$ cat config.mk
export PLATFORM = sky130hd
export DESIGN_NAME = self_program_control_and_lock
export DESIGN_NICKNAME = d
export VERILOG_FILES = /design/src/verilog/spm_pkg.sv /design/src/verilog/flash_req_if.sv /design/src/verilog/prog_timer.sv /design/src/verilog/page_buffer.sv /design/src/verilog/self_program_control_and_lock.sv
export SDC_FILE = /design/constraint.sdc
export NUM_CORES = 1
export LEC_CHECK = 0
export ABC_AREA = 1
export BUFFER_PORTS_ARGS = -buffer_cell sky130_fd_sc_hd__buf_2
export CAP_MARGIN = 5
export CORE_ASPECT_RATIO = 1.5
export CORE_MARGIN = 10
export CORE_UTILIZATION = 53
export CTS_CLUSTER_DIAMETER = 60
export DETAILED_ROUTE_END_ITERATION = 12
export PLACE_DENSITY = 0.81
export SETUP_SLACK_MARGIN = 0.5
export SYNTH_ARGS = -nofsm -noshare
export SYNTH_HDL_FRONTEND = slang
export SYNTH_SLANG_ARGS = --single-unit
$ cat constraint.sdc
create_clock -name i_clk -period 2.1 [get_ports i_clk]
set_input_delay 0.21 -clock i_clk [delete_from_list [all_inputs] [get_ports i_clk]]
set_output_delay 0.21 -clock i_clk [all_outputs]
set_load 0.02 [all_outputs]
$ cat src/verilog/spm_pkg.sv
package spm_pkg;
  // control/status bit positions
  localparam int BIT_IE = 7;
  localparam int BIT_BUSY = 6;
  localparam int BIT_RSV = 5;
  localparam int BIT_RRE = 4;
  localparam int BIT_LOCK = 3;
  localparam int BIT_PGW = 2;
  localparam int BIT_PGE = 1;
  localparam int BIT_EN = 0;
  localparam logic [7:0] CSR_RESET = 8'h00;
  // lower five bit commands
  localparam logic [4:0] CMD_RRE = 5'h11;
  localparam logic [4:0] CMD_LOCK = 5'h09;
  localparam logic [4:0] CMD_PGW = 5'h05;
  localparam logic [4:0] CMD_PGE = 5'h03;
  localparam logic [4:0] CMD_FILL = 5'h01;
  // enable window in cycles
  localparam int WINDOW_CYC = 4;
  localparam int LPM_WINDOW_CYC = 3;
  // lock byte layout and erased value
  localparam int LB_BOOT_HI = 5;
  localparam int LB_BOOT_LO = 4;
  localparam int LB_APP_HI = 3;
  localparam int LB_APP_LO = 2;
  localparam int LB_MEM_HI = 1;
  localparam int LB_MEM_LO = 0;
  localparam logic [5:0] LOCK_ERASED = 6'h3f;
  // z pointer fields
  localparam int Z_PAGE_HI = 12;
  localparam int Z_PAGE_LO = 6;
  localparam int Z_WORD_HI = 5;
  localparam int Z_WORD_LO = 1;
  // first page of the no_read_while_write section
  localparam logic [6:0] NO_READ_WHILE_WRITE_SECTION_FIRST_PAGE = 7'h60;
  // programming time in microseconds
  localparam int PROG_MIN_US = 3700;
  localparam int PROG_MAX_US = 4500;
  localparam int CLK_MHZ = 200;
  localparam int PROG_CYC = PROG_MIN_US * CLK_MHZ;
  typedef enum logic [1:0] {OP_NONE, OP_ERASE, OP_WRITE, OP_LOCK} op_e;
endpackage

$ cat src/verilog/flash_req_if.sv
`timescale 1ns/1ps
interface flash_req_if;
  logic start;
  spm_pkg::op_e op;
  logic [6:0] page;
  logic [5:0] lock_data;
  logic busy;
  logic done;
  modport ctrl(output start, output op, output page, output lock_data,
               input busy, input done);
  modport timer(input start, input op, input page, input lock_data,
                output busy, output done);
endinterface

$ cat src/verilog/prog_timer.sv
`timescale 1ns/1ps
module prog_timer #(
  parameter int PROG_CYCLES = spm_pkg::PROG_CYC
) (
  input wire logic i_clk,
  input wire logic i_arst_n,
  flash_req_if.timer req
);
  logic [31:0] cnt_r;
  logic busy_r;
  logic done_r;
  wire cnt_last = (cnt_r == 32'h1);

  // ---------------------------------------------------------------
  // busy timer
  // ---------------------------------------------------------------
  // programming duration
  always_ff @(posedge i_clk or negedge i_arst_n) begin
    if (!i_arst_n) begin
      cnt_r <= 32'h0;
      busy_r <= 1'b0;
      done_r <= 1'b0;
    end else begin
      done_r <= busy_r && cnt_last;
      if (req.start && !busy_r) begin
        cnt_r <= 32'(PROG_CYCLES);
        busy_r <= 1'b1;
      end else if (busy_r) begin
        cnt_r <= cnt_r - 32'h1;
        if (cnt_last) begin
          busy_r <= 1'b0;
        end
      end
    end
  end

  assign req.busy = busy_r;
  assign req.done = done_r;
endmodule

$ cat src/verilog/page_buffer.sv
`timescale 1ns/1ps
module page_buffer #(
  parameter int WORDS = 32
) (
  input wire logic i_clk,
  input wire logic i_arst_n,
  input wire logic i_wr,
  input wire logic [4:0] i_addr,
  input wire logic [15:0] i_data,
  input wire logic i_clear,
  output logic o_loading,
  output logic [15:0] o_word0
);
  logic [15:0] mem_r [WORDS];
  logic loading_r;

  // ---------------------------------------------------------------
  // storage, one flop set per word
  // ---------------------------------------------------------------
  for (genvar g = 0; g < WORDS; g++) begin : g_word
    always_ff @(posedge i_clk or negedge i_arst_n) begin
      if (!i_arst_n) begin
        mem_r[g] <= 16'hffff;
      end else if (i_clear) begin
        mem_r[g] <= 16'hffff;
      end else if (i_wr && i_addr == 5'(g)) begin
        mem_r[g] <= i_data;
      end
    end
  end

  always_ff @(posedge i_clk or negedge i_arst_n) begin
    if (!i_arst_n) begin
      loading_r <= 1'b0;
    end else if (i_clear) begin
      loading_r <= 1'b0;
    end else if (i_wr) begin
      loading_r <= 1'b1;
    end
  end

  assign o_loading = loading_r;
  assign o_word0 = mem_r[0];
endmodule

$ cat src/verilog/self_program_control_and_lock.sv
`timescale 1ns/1ps
// Behaviour
// - ready interrupt when enable bit and global flag set and enable clear
// - section_busy set on read_while_write erase or write, blocks its reads
// - section_busy cleared by read-enable action or by a buffer load
// - bit 5 reads zero, writes ignored
// - read-enable action needs finished programming; refused while busy
// - read-enable write during buffer load discards loaded data
// - lock-set action programs lock bits from R0, ignores and Z
// - lock_set clears on completion or four-cycle timeout
// - load within three cycles of lock_set returns lock or fuse byte
// - page_write writes buffer to page from upper Z bits
// - page_erase erases page from upper Z bits
// - page_write and page_erase clear on completion or timeout
// - core stalled during erase or write to no_read_while_write pages
// - plain enable: store places R1:R0 in buffer at Z word
// - enable bit opens four-cycle window; stays set while programming
// - only five lower-bit patterns act; others do nothing
// - six lock bits, 1 unprogrammed, restored only by chip erase or reset
// - store instruction allowed only when enable fuse is programmed
// - memory lock pair selects external programming protection
// - app lock pair blocks stores and boot-section loads of app
// - boot lock pair blocks stores and app-section loads; masks vectors
// - page number from Z bits 12 to 6
// - buffer word from Z bits 5 to 1, zero for page write
// - erase, write and lock set keep flash busy for programming time
module self_program_control_and_lock #(
  parameter int PROG_CYCLES = spm_pkg::PROG_CYC
) (
  input wire logic i_clk,
  input wire logic i_arst_n,
  input wire logic i_csr_wr,
  input wire logic [7:0] i_csr_wdata,
  output logic [7:0] o_csr_rdata,
  input wire logic i_global_ie,
  input wire logic i_spm,
  input wire logic [15:0] i_z,
  input wire logic [7:0] i_r0,
  input wire logic [7:0] i_r1,
  input wire logic i_lpm,
  input wire logic i_exec_in_boot,
  input wire logic [6:0] i_boot_first_page,
  input wire logic i_enable_fuse_n,
  input wire logic [7:0] i_fuse_low,
  input wire logic [7:0] i_fuse_high,
  input wire logic i_chip_erase,
  output logic o_irq,
  output logic o_stall,
  output logic o_lpm_special,
  output logic [7:0] o_lpm_data,
  output logic o_lpm_blocked,
  output logic o_vec_mask_app,
  output logic o_vec_mask_boot,
  output logic o_ext_prog_lock,
  output logic o_ext_verify_lock,
  output logic o_fuse_lock,
  output logic o_bootlock_lock,
  output logic o_flash_we,
  output logic o_flash_erase,
  output logic [6:0] o_flash_page,
  output logic o_spm_ignored,
  output logic [7:0] o_lock_bit_byte
);
  flash_req_if req();

  logic ie_r;
  logic busy_sec_r;
  logic [4:0] cmd_r;
  logic [2:0] win_r;
  logic [1:0] lpm_win_r;
  logic prog_r;
  logic no_read_while_write_section_r;
  logic [5:0] lock_r;
  logic we_r;
  logic erase_r;
  logic [6:0] page_r;
  logic ign_r;
  logic [7:0] lpm_data_r;
  logic lpm_spec_r;

  // ---------------------------------------------------------------
  // decode
  // ---------------------------------------------------------------
  wire [4:0] wr_low = i_csr_wdata[4:0];
  wire wr_legal = (wr_low == spm_pkg::CMD_RRE) ||
                  (wr_low == spm_pkg::CMD_LOCK) ||
                  (wr_low == spm_pkg::CMD_PGW) ||
                  (wr_low == spm_pkg::CMD_PGE) ||
                  (wr_low == spm_pkg::CMD_FILL);
  wire arm = i_csr_wr && wr_legal && !prog_r;
  wire win_open = (win_r != 3'h0) && !prog_r;
  wire spm_go = i_spm && win_open && !i_enable_fuse_n;
  wire [6:0] z_page = i_z[spm_pkg::Z_PAGE_HI:spm_pkg::Z_PAGE_LO];
  wire [4:0] z_word = i_z[spm_pkg::Z_WORD_HI:spm_pkg::Z_WORD_LO];
  wire page_no_read_while_write_section = (z_page >= spm_pkg::NO_READ_WHILE_WRITE_SECTION_FIRST_PAGE);
  wire page_boot = (z_page >= i_boot_first_page);

  wire [1:0] app_pair = {lock_r[spm_pkg::LB_APP_HI],
                         lock_r[spm_pkg::LB_APP_LO]};
  wire [1:0] boot_pair = {lock_r[spm_pkg::LB_BOOT_HI],
                          lock_r[spm_pkg::LB_BOOT_LO]};
  wire [1:0] mem_pair = {lock_r[spm_pkg::LB_MEM_HI],
                         lock_r[spm_pkg::LB_MEM_LO]};
  wire app_wr_block = !app_pair[0];
  wire app_rd_block = !app_pair[1];
  wire boot_wr_block = !boot_pair[0];
  wire boot_rd_block = !boot_pair[1];
  wire wr_protected = page_boot ? boot_wr_block : app_wr_block;

  wire do_fill = spm_go && cmd_r == spm_pkg::CMD_FILL;
  wire do_rre = spm_go && cmd_r == spm_pkg::CMD_RRE;
  wire do_lock = spm_go && cmd_r == spm_pkg::CMD_LOCK;
  wire do_pg = spm_go && !wr_protected &&
               (cmd_r == spm_pkg::CMD_PGW || cmd_r == spm_pkg::CMD_PGE);
  wire pg_write = cmd_r == spm_pkg::CMD_PGW;
  wire start = do_pg || do_lock;
  wire buf_loading;
  wire [15:0] buf_word0;
  wire buf_abort = (i_csr_wr && i_csr_wdata[spm_pkg::BIT_RRE] &&
                    buf_loading) || (do_pg && pg_write);

  assign req.start = start;
  assign req.op = do_lock ? spm_pkg::OP_LOCK :
                  (pg_write ? spm_pkg::OP_WRITE : spm_pkg::OP_ERASE);
  assign req.page = z_page;
  assign req.lock_data = i_r0[5:0];

  prog_timer #(.PROG_CYCLES(PROG_CYCLES)) u_timer (
    .i_clk(i_clk),
    .i_arst_n(i_arst_n),
    .req(req)
  );

  page_buffer u_buf (
    .i_clk(i_clk),
    .i_arst_n(i_arst_n),
    .i_wr(do_fill),
    .i_addr(z_word),
    .i_data({i_r1, i_r0}),
    .i_clear(buf_abort),
    .o_loading(buf_loading),
    .o_word0(buf_word0)
  );

  // ---------------------------------------------------------------
  // command window
  // ---------------------------------------------------------------
  // four-cycle window
  always_ff @(posedge i_clk or negedge i_arst_n) begin
    if (!i_arst_n) begin
      cmd_r <= 5'h00;
      win_r <= 3'h0;
    end else if (arm) begin
      cmd_r <= wr_low;
      win_r <= 3'(spm_pkg::WINDOW_CYC);
    end else if (spm_go && start) begin
      win_r <= 3'h0;
    end else if (spm_go || win_r == 3'h1) begin
      cmd_r <= 5'h00;
      win_r <= 3'h0;
    end else if (win_r != 3'h0 && !prog_r) begin
      win_r <= win_r - 3'h1;
    end else if (prog_r && req.done) begin
      cmd_r <= 5'h00;
    end
  end

  always_ff @(posedge i_clk or negedge i_arst_n) begin
    if (!i_arst_n) begin
      lpm_win_r <= 2'h0;
    end else if (arm && wr_low == spm_pkg::CMD_LOCK) begin
      lpm_win_r <= 2'(spm_pkg::LPM_WINDOW_CYC);
    end else if (lpm_win_r != 2'h0) begin
      lpm_win_r <= lpm_win_r - 2'h1;
    end
  end

  // ---------------------------------------------------------------
  // programming state
  // ---------------------------------------------------------------
  // enable stays high while busy
  always_ff @(posedge i_clk or negedge i_arst_n) begin
    if (!i_arst_n) begin
      prog_r <= 1'b0;
      no_read_while_write_section_r <= 1'b0;
    end else if (start) begin
      prog_r <= 1'b1;
      no_read_while_write_section_r <= do_pg && page_no_read_while_write_section;
    end else if (req.done) begin
      prog_r <= 1'b0;
      no_read_while_write_section_r <= 1'b0;
    end
  end

  always_ff @(posedge i_clk or negedge i_arst_n) begin
    if (!i_arst_n) begin
      busy_sec_r <= 1'b0;
    end else if (do_pg && !page_no_read_while_write_section) begin
      busy_sec_r <= 1'b1;
    end else if (do_fill || do_rre) begin
      // refused while prog_r, since win_open needs it clear
      busy_sec_r <= 1'b0;
    end
  end

  // lock bits only go to one on chip erase or reset
  always_ff @(posedge i_clk or negedge i_arst_n) begin
    if (!i_arst_n) begin
      lock_r <= spm_pkg::LOCK_ERASED;
    end else if (i_chip_erase) begin
      lock_r <= spm_pkg::LOCK_ERASED;
    end else if (do_lock) begin
      lock_r <= lock_r & i_r0[5:0];
    end
  end

  always_ff @(posedge i_clk or negedge i_arst_n) begin
    if (!i_arst_n) begin
      ie_r <= 1'b0;
    end else if (i_csr_wr) begin
      ie_r <= i_csr_wdata[spm_pkg::BIT_IE];
    end
  end

  always_ff @(posedge i_clk or negedge i_arst_n) begin
    if (!i_arst_n) begin
      we_r <= 1'b0;
      erase_r <= 1'b0;
      page_r <= 7'h00;
      ign_r <= 1'b0;
    end else begin
      we_r <= do_pg && pg_write;
      erase_r <= do_pg && !pg_write;
      ign_r <= i_spm && !spm_go;
      if (do_pg) begin
        page_r <= z_page;
      end
    end
  end

  // ---------------------------------------------------------------
  // load path
  // ---------------------------------------------------------------
  wire lpm_boot_page = page_boot;
  wire lpm_blk = (busy_sec_r && !page_no_read_while_write_section) ||
                 (lpm_boot_page && !i_exec_in_boot && boot_rd_block) ||
                 (!lpm_boot_page && i_exec_in_boot && app_rd_block);
  wire lpm_spec = i_lpm && lpm_win_r != 2'h0;
  wire [7:0] lpm_sel = i_z[0] ? i_fuse_high :
                       (lpm_win_r != 2'h0 ? {2'b11, lock_r} : i_fuse_low);

  always_ff @(posedge i_clk or negedge i_arst_n) begin
    if (!i_arst_n) begin
      lpm_data_r <= 8'h00;
      lpm_spec_r <= 1'b0;
    end else begin
      lpm_spec_r <= lpm_spec;
      if (lpm_spec) begin
        lpm_data_r <= lpm_sel;
      end
    end
  end

  // ---------------------------------------------------------------
  // outputs
  // ---------------------------------------------------------------
  wire en_bit = win_open || prog_r;
  assign o_csr_rdata = {ie_r, busy_sec_r, 1'b0,
                        cmd_r[4:1] & {4{en_bit}}, en_bit};
  assign o_irq = ie_r && i_global_ie && !en_bit;
  assign o_stall = no_read_while_write_section_r;
  assign o_lpm_special = lpm_spec_r;
  assign o_lpm_data = lpm_data_r;
  assign o_lpm_blocked = i_lpm && !lpm_spec && lpm_blk;
  assign o_vec_mask_app = app_rd_block && !i_exec_in_boot;
  assign o_vec_mask_boot = boot_rd_block && i_exec_in_boot;
  assign o_ext_prog_lock = mem_pair != 2'b11;
  assign o_fuse_lock = mem_pair != 2'b11;
  assign o_ext_verify_lock = mem_pair == 2'b00;
  assign o_bootlock_lock = mem_pair == 2'b00;
  assign o_flash_we = we_r;
  assign o_flash_erase = erase_r;
  assign o_flash_page = page_r;
  assign o_spm_ignored = ign_r;
  assign o_lock_bit_byte = {2'b11, lock_r};
endmodule

# Yosys cells after proc, flatten, opt, wreduce, memory -nomap -nowiden
# Index checks and enable logic that the tools add are counted.
[classes]
n_addsub = 3
mul = 0
div_mod_pow = 0
n_lt_le_gt_ge = 2
eq_ne = 15
shift = 0
n_mux = 26
bitwise_logic = 2
reduce_logical = 69
[op_table]
columns = ["operator", "n"]
rows = [
  ["$mux W32", 2],
  ["$eq A32 B1 Y1 const B", 1],
  ["$logic_and A1 B1 Y1", 32],
  ["$sub A32 B1 Y32 const B", 1],
  ["$mux W5", 5],
  ["$mux W8", 2],
  ["$logic_not A1 Y1", 15],
  ["$mux W3", 4],
  ["$mux W6", 2],
  ["$reduce_bool A2 Y1", 6],
  ["$logic_or A1 B1 Y1", 11],
  ["$eq A5 B1 Y1 const B", 2],
  ["$eq A5 B2 Y1 const B", 2],
  ["$eq A5 B3 Y1 const B", 2],
  ["$eq A5 B4 Y1 const B", 2],
  ["$eq A5 B5 Y1 const B", 2],
  ["$mux W1", 9],
  ["$ge A7 B7 Y1", 1],
  ["$ge A7 B7 Y1 const B", 1],
  ["$and A6 B6 Y6", 1],
  ["$reduce_bool A3 Y1", 2],
  ["$and A4 B4 Y4", 1],
  ["$mux W2", 2],
  ["$ne A2 B2 Y1 const B", 2],
  ["other kinds (7)", 7],
]
[totals]
ff_bits = 73
latch_bits = 0
ram_bits = 0
romBits = 0
inputBits = 72
wordCells = 134
memories = 0

# Longest topological paths before layout
# Gate-level depths: netlist of run 1.
[depth]
word_depth = 10
ltp_mapped = 15

# Cells and area by module
# Synthesis of run 1 repeated with hierarchy kept, for this count alone.
[hier_totals]
hier_cells = 590
area_unflattened_um2 = 4286.6
[by_module_without_submodules]
columns = ["mod", "instances", "cells_each", "area_each_um2", "seq_area_each_um2"]
rows = [
  ["self_program_control_and_lock", 1, 278, 2205.9, 983.4],
  ["prog_timer", 1, 312, 2080.7, 850.8],
]

# Worst setup path after synthesis of run 1
# No wires, ideal clock.
[synth_timing]
path_kind = "reg2reg"
start = "register win_r[0]"
end = "register u_timer.cnt_r[31]"
setup_time_ns = 0.118
arrival_ns = 1.613
setup_slack_ns = 0.370
path_stages_with_launch = 12
path_buffers = 1
synth_period_minus_slack_ns = 1.730
cell_sequence = "dfrtp_1 > inv_1 > ha_1 > nand2_2 > nand2_2 > nor3_4 > nand3_4 > nand2_4 > nand2_2 > buf_6 > nand3_1 > nand2_1"
[synth_between]
elab_chain_cells = 9
[synth_lines]
columns = ["item", "line", "text"]
rows = [
  ["start: declaration", "self_program_control_and_lock.sv:69", "logic [2:0] win_r;"],
  ["start signal: assignment", "self_program_control_and_lock.sv:155", "win_r <= 3'(spm_pkg::WINDOW_CYC);"],
  ["start signal: assignment", "self_program_control_and_lock.sv:162", "win_r <= win_r - 3'h1;"],
  ["$reduce_bool A3 Y1 (*)", "self_program_control_and_lock.sv:91", "wire win_open = (win_r != 3'h0) && !prog_r;"],
  ["$logic_and A1 B1 Y1 (*)", "self_program_control_and_lock.sv:91", ""],
  ["$logic_and A1 B1 Y1 (*) (2 in series)", "self_program_control_and_lock.sv:92", "wire spm_go = i_spm && win_open && !i_enable_fuse_n;"],
  ["$logic_and A1 B1 Y1 (2 in series)", "self_program_control_and_lock.sv:113", "wire do_pg = spm_go && !wr_protected &&"],
  ["$logic_or A1 B1 Y1 (*)", "self_program_control_and_lock.sv:116", "wire start = do_pg || do_lock;"],
  ["$logic_and A1 B1 Y1 (*)", "prog_timer.sv:25", "if (req.start && !busy_r) begin"],
  ["$mux W32 / $reduce_bool A2 Y1 (equally long branches)", "n/a", ""],
  ["end signal: assignment", "prog_timer.sv:26", "cnt_r <= 32'(PROG_CYCLES);"],
  ["end signal: assignment", "prog_timer.sv:29", "cnt_r <= cnt_r - 32'h1;"],
  ["end: declaration", "prog_timer.sv:9", "logic [31:0] cnt_r;"],
]
# Mark *: on every way between the ends. The rest lies on a longest branch, timed or not.
# A chain may end at the register's enable or synchronous reset.

# Worst setup path in the final report of run 1
[layout_timing]
start = "register win_r[0]"
end = "register u_timer.cnt_r[4]"
# Same word-level chain as after synthesis.

==> flow_metrics.tcl, run 1 <==
set metrics [dict create \
    status "complete, no violations" \
    drt-wirelength-per-cell_um 19.14 \
    rr_endpoint "u_timer.cnt_r[4]" \
    pwr_density_cell_nw_per_um2 553.0 \
    ir_drop_uv 417.5 \
    hold_path.class "input port to flip-flop" \
    fin_util_pct 74.92 \
    fillers 500 \
    wirelength_um 15080 \
    overflow 0 \
    worstSetupPathType "flip-flop to flip-flop" \
    final_antenna_net_count 0 \
    setup_ws_ns 0.2651 \
    clock-sinks 73 \
    area_delta_synth_final_pct 39.06 \
    drv_slew 0 \
    ys_warn_count 0 \
    synth_top_family_by_area "simple AND/OR/NAND/NOR gates" \
    synth-seq-cells 73 \
    internal-power_w 0.002518 \
    vias 4519 \
    synth_simple_gate_area_share_pct 31.89 \
    hp-start "i_r0[0]" \
    yosysSeqAreaShare_pct 43.05 \
    hold_violations 0 \
    path_clk_slew_ns 0.06 \
    die_area_um2 12100 \
    drt_first_pass_iters 5 \
    cap_violations 0 \
    finalSetupViolations 0 \
    cp-end-kind "flip-flop" \
    layout_commonest_cell "nand2_1" \
    port_buffers 90 \
    path_max_fanout 10 \
    synthDistinctLibCells 40 \
    fin_hold_ws_ns 0.08422 \
    cp_cell_sequence "inv_2, ha_4, nand2_4, nand2_4, nor3_4, buf_12, nand4_4, buf_12, nand2_8, nand2_8, nand3_1, nand2_1" \
    drc 0 \
    design_area_um2 5924 \
    netlist_area_um2 4260 \
    cpLargestDelayFamily "simple AND/OR/NAND/NOR gates" \
    grt_max_degree 45 \
    vias_per_cell 5.735 \
    crit_slowest_cell "dfrtp_1" \
    hpwl_um 8493 \
    min_period_ns 1.835 \
    clkLatencyLatePin_ns 0.35 \
    cts_made_buffers 9 \
    core_area_um2 7908 \
    path_buf_inv 3 \
    grt.total_usage_pct 21.16 \
    switching_share_pct 23.15 \
    fmax_mhz 545.0 \
    p_leak_nw 2.962 \
    clk_path_buf_depth 2 \
    p_sw_w 0.0007585 \
    rrSetupSlack_ns 0.27 \
    pwr-share-comb_pct 8.5 \
    drt_iter0_drc 371 \
    synth-xor-area-share_pct 4.523 \
    postSynthCellCount 557 \
    hold_path_depth 3 \
    grt_first_pass_wirelength_um 20460 \
    layout-drive-gt1-share_pct 37.92 \
    netlist_top_cells_area "dfrtp_1, nand2_1, nor2_1" \
    worstMarginPinSlew_ns 0.5762 \
    fp-row-count 40 \
    place_area_um2 4836 \
    ioPinCount 116 \
    final.period_utilization_pct 87.38 \
    h-tree-depth 3 \
    clkPwrFrac_pct 47.7 \
    setup.worst_path.start_class "flip-flop" \
    setup_tns_ns 0 \
    muxShareOfSynthArea_pct 1.439 \
    synth_top_area_share_pct 39.35 \
    fin_nets 763 \
    grt_pass1_vias 4371 \
    start_util_pct 53.88 \
    cts_tree "yes" \
    place_congestion 0.8976 \
    ff2ff_path_depth 12 \
    cp.required_ns 2.33 \
    synth_edf_count 0 \
    sequentialPowerShare_pct 43.8 \
    layout_common_cells "nand2_1, buf_2, dfrtp_1, nor2_1, inv_1" \
    cp.arrival_ns 2.07 \
    grt_setup_unrepaired "yes" \
    min_to "lock_r[0]" \
    rr_startpoint "win_r[0]" \
    skew_ns 0.01124 \
    crit_path_max_incr_delay_ns 0.39 \
    cts_root_buf "clkbuf_16" \
    die-height_um 129.8 \
    yosysTopAreaCell "dfrtp_1" \
    synth_fa_ha_area_share_pct 3.818 \
    antennaDiodeCount 0 \
    place_ws_ns 0.08557 \
    relSlewSlack_pct 61.59 \
    avgSynthCellArea_um2 7.649 \
    synth_ff_type "dfrtp_1" \
    antenna_found_initial 0 \
    async_flop_share_pct 100.0 \
    die_w_um 93.21 \
    synth_compound_area_share_pct 6.079 \
]
through the flow:
step	total power, W	cells
floorplan	0.001554	558
global placement	0.001656	746
detailed placement	0.001663	746
CTS	0.003221	780
global route	0.003364	788
finish	0.003276	788
power by group through the flow:
stage / clock network (W) / registers, W / logic (W)
floorplan: 0 / 0.00148 / 0.0000757
global placement: 0 / 0.00146 / 0.000198
detailed placement: 0 / 0.00146 / 0.000204
CTS: 0.00158 / 0.00143 / 0.000210
global route: 0.00163 / 0.00144 / 0.000301
finish: 0.00156 / 0.00144 / 0.000277
registers in the layout (all words and copies together) (netlist names):
signal / cells
busy_sec_r: 1
cmd_r: 5
ie_r: 1
lock_r: 6
lpm_win_r: 2
o_flash_erase: 1
o_flash_page: 7
o_flash_we: 1
o_lpm_data: 8
o_lpm_special: 1
o_spm_ignored: 1
o_stall: 1
prog_r: 1
u_timer.cnt_r: 32
u_timer.req.busy: 1
u_timer.req.done: 1
win_r: 3
worst reg2reg max path, delay by kind of cell, from the launching register on:
| kind | cells | cell delay [ns] |
|---|---|---|
| simple gates | 8 | 0.79 |
| buf+inv | 3 | 0.38 |
| flops | 1 | 0.39 |
| fa+ha+maj | 1 | 0.17 |
kinds of logic after synthesis:
logic type / count (synthesis)
other cells: 2
simple gates: 310
fa+ha+maj: 13
mux: 6
buf+inv: 87
compound gates: 44
xor+xnor: 22
flops: 73
layer usage:
layer / wire (µm) / track usage [%] / vias up
li1: - / - / 2001
met1: 4963 / 20.62 / 2137
met2: 7877 / 38.15 / 284
met3: 1164 / 5.578 / 97
met4: 1075 / 14.30 / 0
met5: 0 / 0 / -
synth_stat cells (3+ instances only):
cell type  number
or2_2           6
mux2i_1         5
o21ai_0        19
dfrtp_1        67
buf_4           9
o22ai_1         3
nor2_1         75
nand2_2         3
o211ai_1        8
nand4_1         7
ha_1           13
nand2_1       154
dfstp_2         6
xor2_1         13
nand3_1        46
xnor2_1         9
clkbuf_1        5
buf_6           3
inv_1          67
nor3_1          6
a21oi_1         9
how the worst max path moves through the flow:
stage                         from           endpoint  slack (ns)  depth (start not counted)
after CTS                 win_r[1]  u_timer.cnt_r[11]        0.39                         12
after global routing      cmd_r[3]   u_timer.cnt_r[4]        0.18                          9
after floorplan           win_r[0]  u_timer.cnt_r[31]        0.39                         11
after global placement     i_z[12]  u_timer.cnt_r[21]        0.14                         12
after detailed placement   i_z[12]  u_timer.cnt_r[21]        0.09                         12
final                     win_r[0]   u_timer.cnt_r[4]        0.27                         12
repair_timing:
action | CTS | global route
resized for setup | 53 | 92
gates cloned | 3 | 0
setup endpoints to repair | 65 | 67
pin swaps | 17 | 26
endpoints found under the hold margin | 29 | 0
hold buffers | 1 | 0
buffers inserted | 14 | 8
cell type report:
type                       count  area (µm²)  area share (%)
multi-input combinational    400        2532           42.75
sequential                    73        1838           31.02
timing repair buffer         125       832.0           14.04
inverter                      69       290.3           4.900
clock buffer                  13       260.3           4.393
tap                          105       131.4           2.218
clock inverter                 3       40.04          0.6758
Note: power is estimated with default switching activity, not from simulation.
==> inputs of run 2 (changes only) <==
--- a/config.mk
+++ b/config.mk
@@ -10,10 +10,10 @@
 export CAP_MARGIN = 5
 export CORE_ASPECT_RATIO = 1.5
 export CORE_MARGIN = 10
-export CORE_UTILIZATION = 53
+export CORE_UTILIZATION = 43
 export CTS_CLUSTER_DIAMETER = 60
 export DETAILED_ROUTE_END_ITERATION = 12
-export PLACE_DENSITY = 0.81
+export PLACE_DENSITY = 0.68
 export SETUP_SLACK_MARGIN = 0.5
 export SYNTH_ARGS = -nofsm -noshare
 export SYNTH_HDL_FRONTEND = slang
==> flow_metrics.tcl, run 2 (same netlist as run 1, synthesis figures left out) <==
set metrics [dict create \
    cp.required_ns 2.35 \
    overflow 0 \
    cp-end-kind "flip-flop" \
    crit_path_max_incr_delay_ns 0.39 \
    skew_ns 0.006645 \
    crit_slowest_cell "dfrtp_1" \
    grt_first_pass_wirelength_um 19490 \
    area_delta_synth_final_pct 41.35 \
    port_buffers 90 \
    grt_max_degree 74 \
    routedLengthMet1_um 4466 \
    die_area_um2 14370 \
    wl_met2_um 6360 \
    drv_slew 0 \
    ir_drop_uv 487.8 \
    setup_ws_ns 0.3380 \
    hpwl_um 8513 \
    drt_first_pass_iters 4 \
    place_ws_ns 0.1115 \
    fmax_mhz 567.5 \
    min_period_ns 1.762 \
    fp-row-count 44 \
    setup.worst_path.start_class "flip-flop" \
    final_antenna_net_count 0 \
    grt.total_usage_pct 16.41 \
    fillers 810 \
    pwr_density_cell_nw_per_um2 549.8 \
    wirelength_um 12020 \
    antennaDiodeCount 0 \
    clk_path_buf_depth 2 \
    cts_tree "yes" \
    layout_commonest_cell "nand2_1" \
    worstSetupPathType "flip-flop to flip-flop" \
    final.period_utilization_pct 83.91 \
    ioPinCount 116 \
    worstMarginPinSlew_ns 0.6594 \
    hold_path_depth 3 \
    cts_root_buf "clkbuf_16" \
    drt_iter0_drc 130 \
    place_congestion 0.8980 \
    drt-wirelength-per-cell_um 14.92 \
    cts_made_buffers 9 \
    finalPower_w 0.003311 \
    start_util_pct 43.97 \
    largest_reg_flops 32 \
    ff2ff_path_depth 11 \
    vias_per_cell 5.096 \
    vias 4107 \
    finalSetupViolations 0 \
    hold_path.class "input port to flip-flop" \
    hold_violations 0 \
    cp_cell_sequence "inv_2, ha_4, nand2_4, nand2_4, nor3_4, buf_6, nand3_4, buf_6, nand3_4, buf_8, o21ai_0" \
    dr_wl_met3_um 865 \
    p_leak_nw 2.996 \
    cp.arrival_ns 2.01 \
    fin_hold_ws_ns 0.07699 \
    layout-drive-gt1-share_pct 40.23 \
    top_layer "met4" \
    antenna_found_initial 0 \
    relSlewSlack_pct 55.88 \
    clkLatencyLatePin_ns 0.34 \
    path_max_fanout 9 \
    drc 0 \
    die-height_um 141.9 \
    grt_setup_unrepaired "yes" \
    grt_pass1_vias 4232 \
    setup_tns_ns 0 \
    largest_register "u_timer.cnt_r" \
    clock-sinks 73 \
    path_clk_slew_ns 0.06 \
    status "complete, no violations" \
    die_w_um 101.3 \
    core_area_um2 9689 \
    cap_violations 0 \
    layout_common_cells "nand2_1, buf_2, dfrtp_1, inv_1, nor2_1" \
    fin_nets 771 \
    h-tree-depth 3 \
]
==> run 2: cell count changes in the layout (fill, tap and decap cells not counted), moves of 4 or more <==
cell	change
buf_2	+5
buf_6	+6
ha_1	+4
ha_4	-4
inv_1	+5
nand3_1	-10
nand3_2	+7
nor2_2	+4
o21ai_1	-4
o21ai_2	+4
==> run 2: path summary, 6_finish.rpt <==
check,start,slack [ns],endpoint
min in group asynchronous,i_arst_n,0.42,cmd_r[2]
min,i_r0[3],0.08,lock_r[3]
min reg2reg,u_timer.req.done,0.45,prog_r
max reg2reg,win_r[0],0.34,u_timer.cnt_r[0]
max,win_r[0],0.34,u_timer.cnt_r[0]
max in group asynchronous,i_arst_n,1.31,lock_r[0]
==> run 2: timing repair <==
item                                   CTS  global route
gates resized for setup                 66            83
setup endpoints to repair               68            74
pin swaps                               21            28
cloned                                   1             0
hold buffers                             1             0
endpoints found under the hold margin   67             0
setup buffers                           17            12
==> run 2: final cells by class <==
class | count | area (µm²) | area share [%]
Sequential cell | 73 | 1842 | 30.58
Multi-Input combinational cell | 398 | 2510 | 41.68
Clock buffer | 11 | 242.7 | 4.031
Timing Repair Buffer | 135 | 927.1 | 15.40
Inverter | 69 | 277.8 | 4.612
Clock inverter | 5 | 78.83 | 1.309
Tap cell | 115 | 143.9 | 2.389
==> run 2: where the power goes <==
group          switching (W)  total (W)  internal [W]
registers         0.00000840    0.00143       0.00143
clock network       0.000587    0.00166       0.00107
logic               0.000137   0.000221     0.0000839
total               0.000732    0.00331       0.00258
==> run 2: critical path, delay by kind of cell (launching register included) <==
kind,cells,cell delay [ns]
buf+inv,4,0.55
flops,1,0.39
simple gates,5,0.38
fa+ha+maj,1,0.17
compound gates,1,0.17
==> run 2: metal layers <==
metal  up-vias  track usage, %
met2       126           29.59
met4         0           7.064
met5         -               0
met1      1942           17.50
met3        30           3.889
li1       2009               -
==> run 2: through the flow <==
step | util [%] | instances | cell area [µm²]
finish | 62.15 | 806 | 6022
global route | 62.15 | 806 | 6022
CTS | 58.20 | 794 | 5639
detailed placement | 50.66 | 759 | 4908
global placement | 50.66 | 759 | 4908
floorplan | - | 558 | 4300
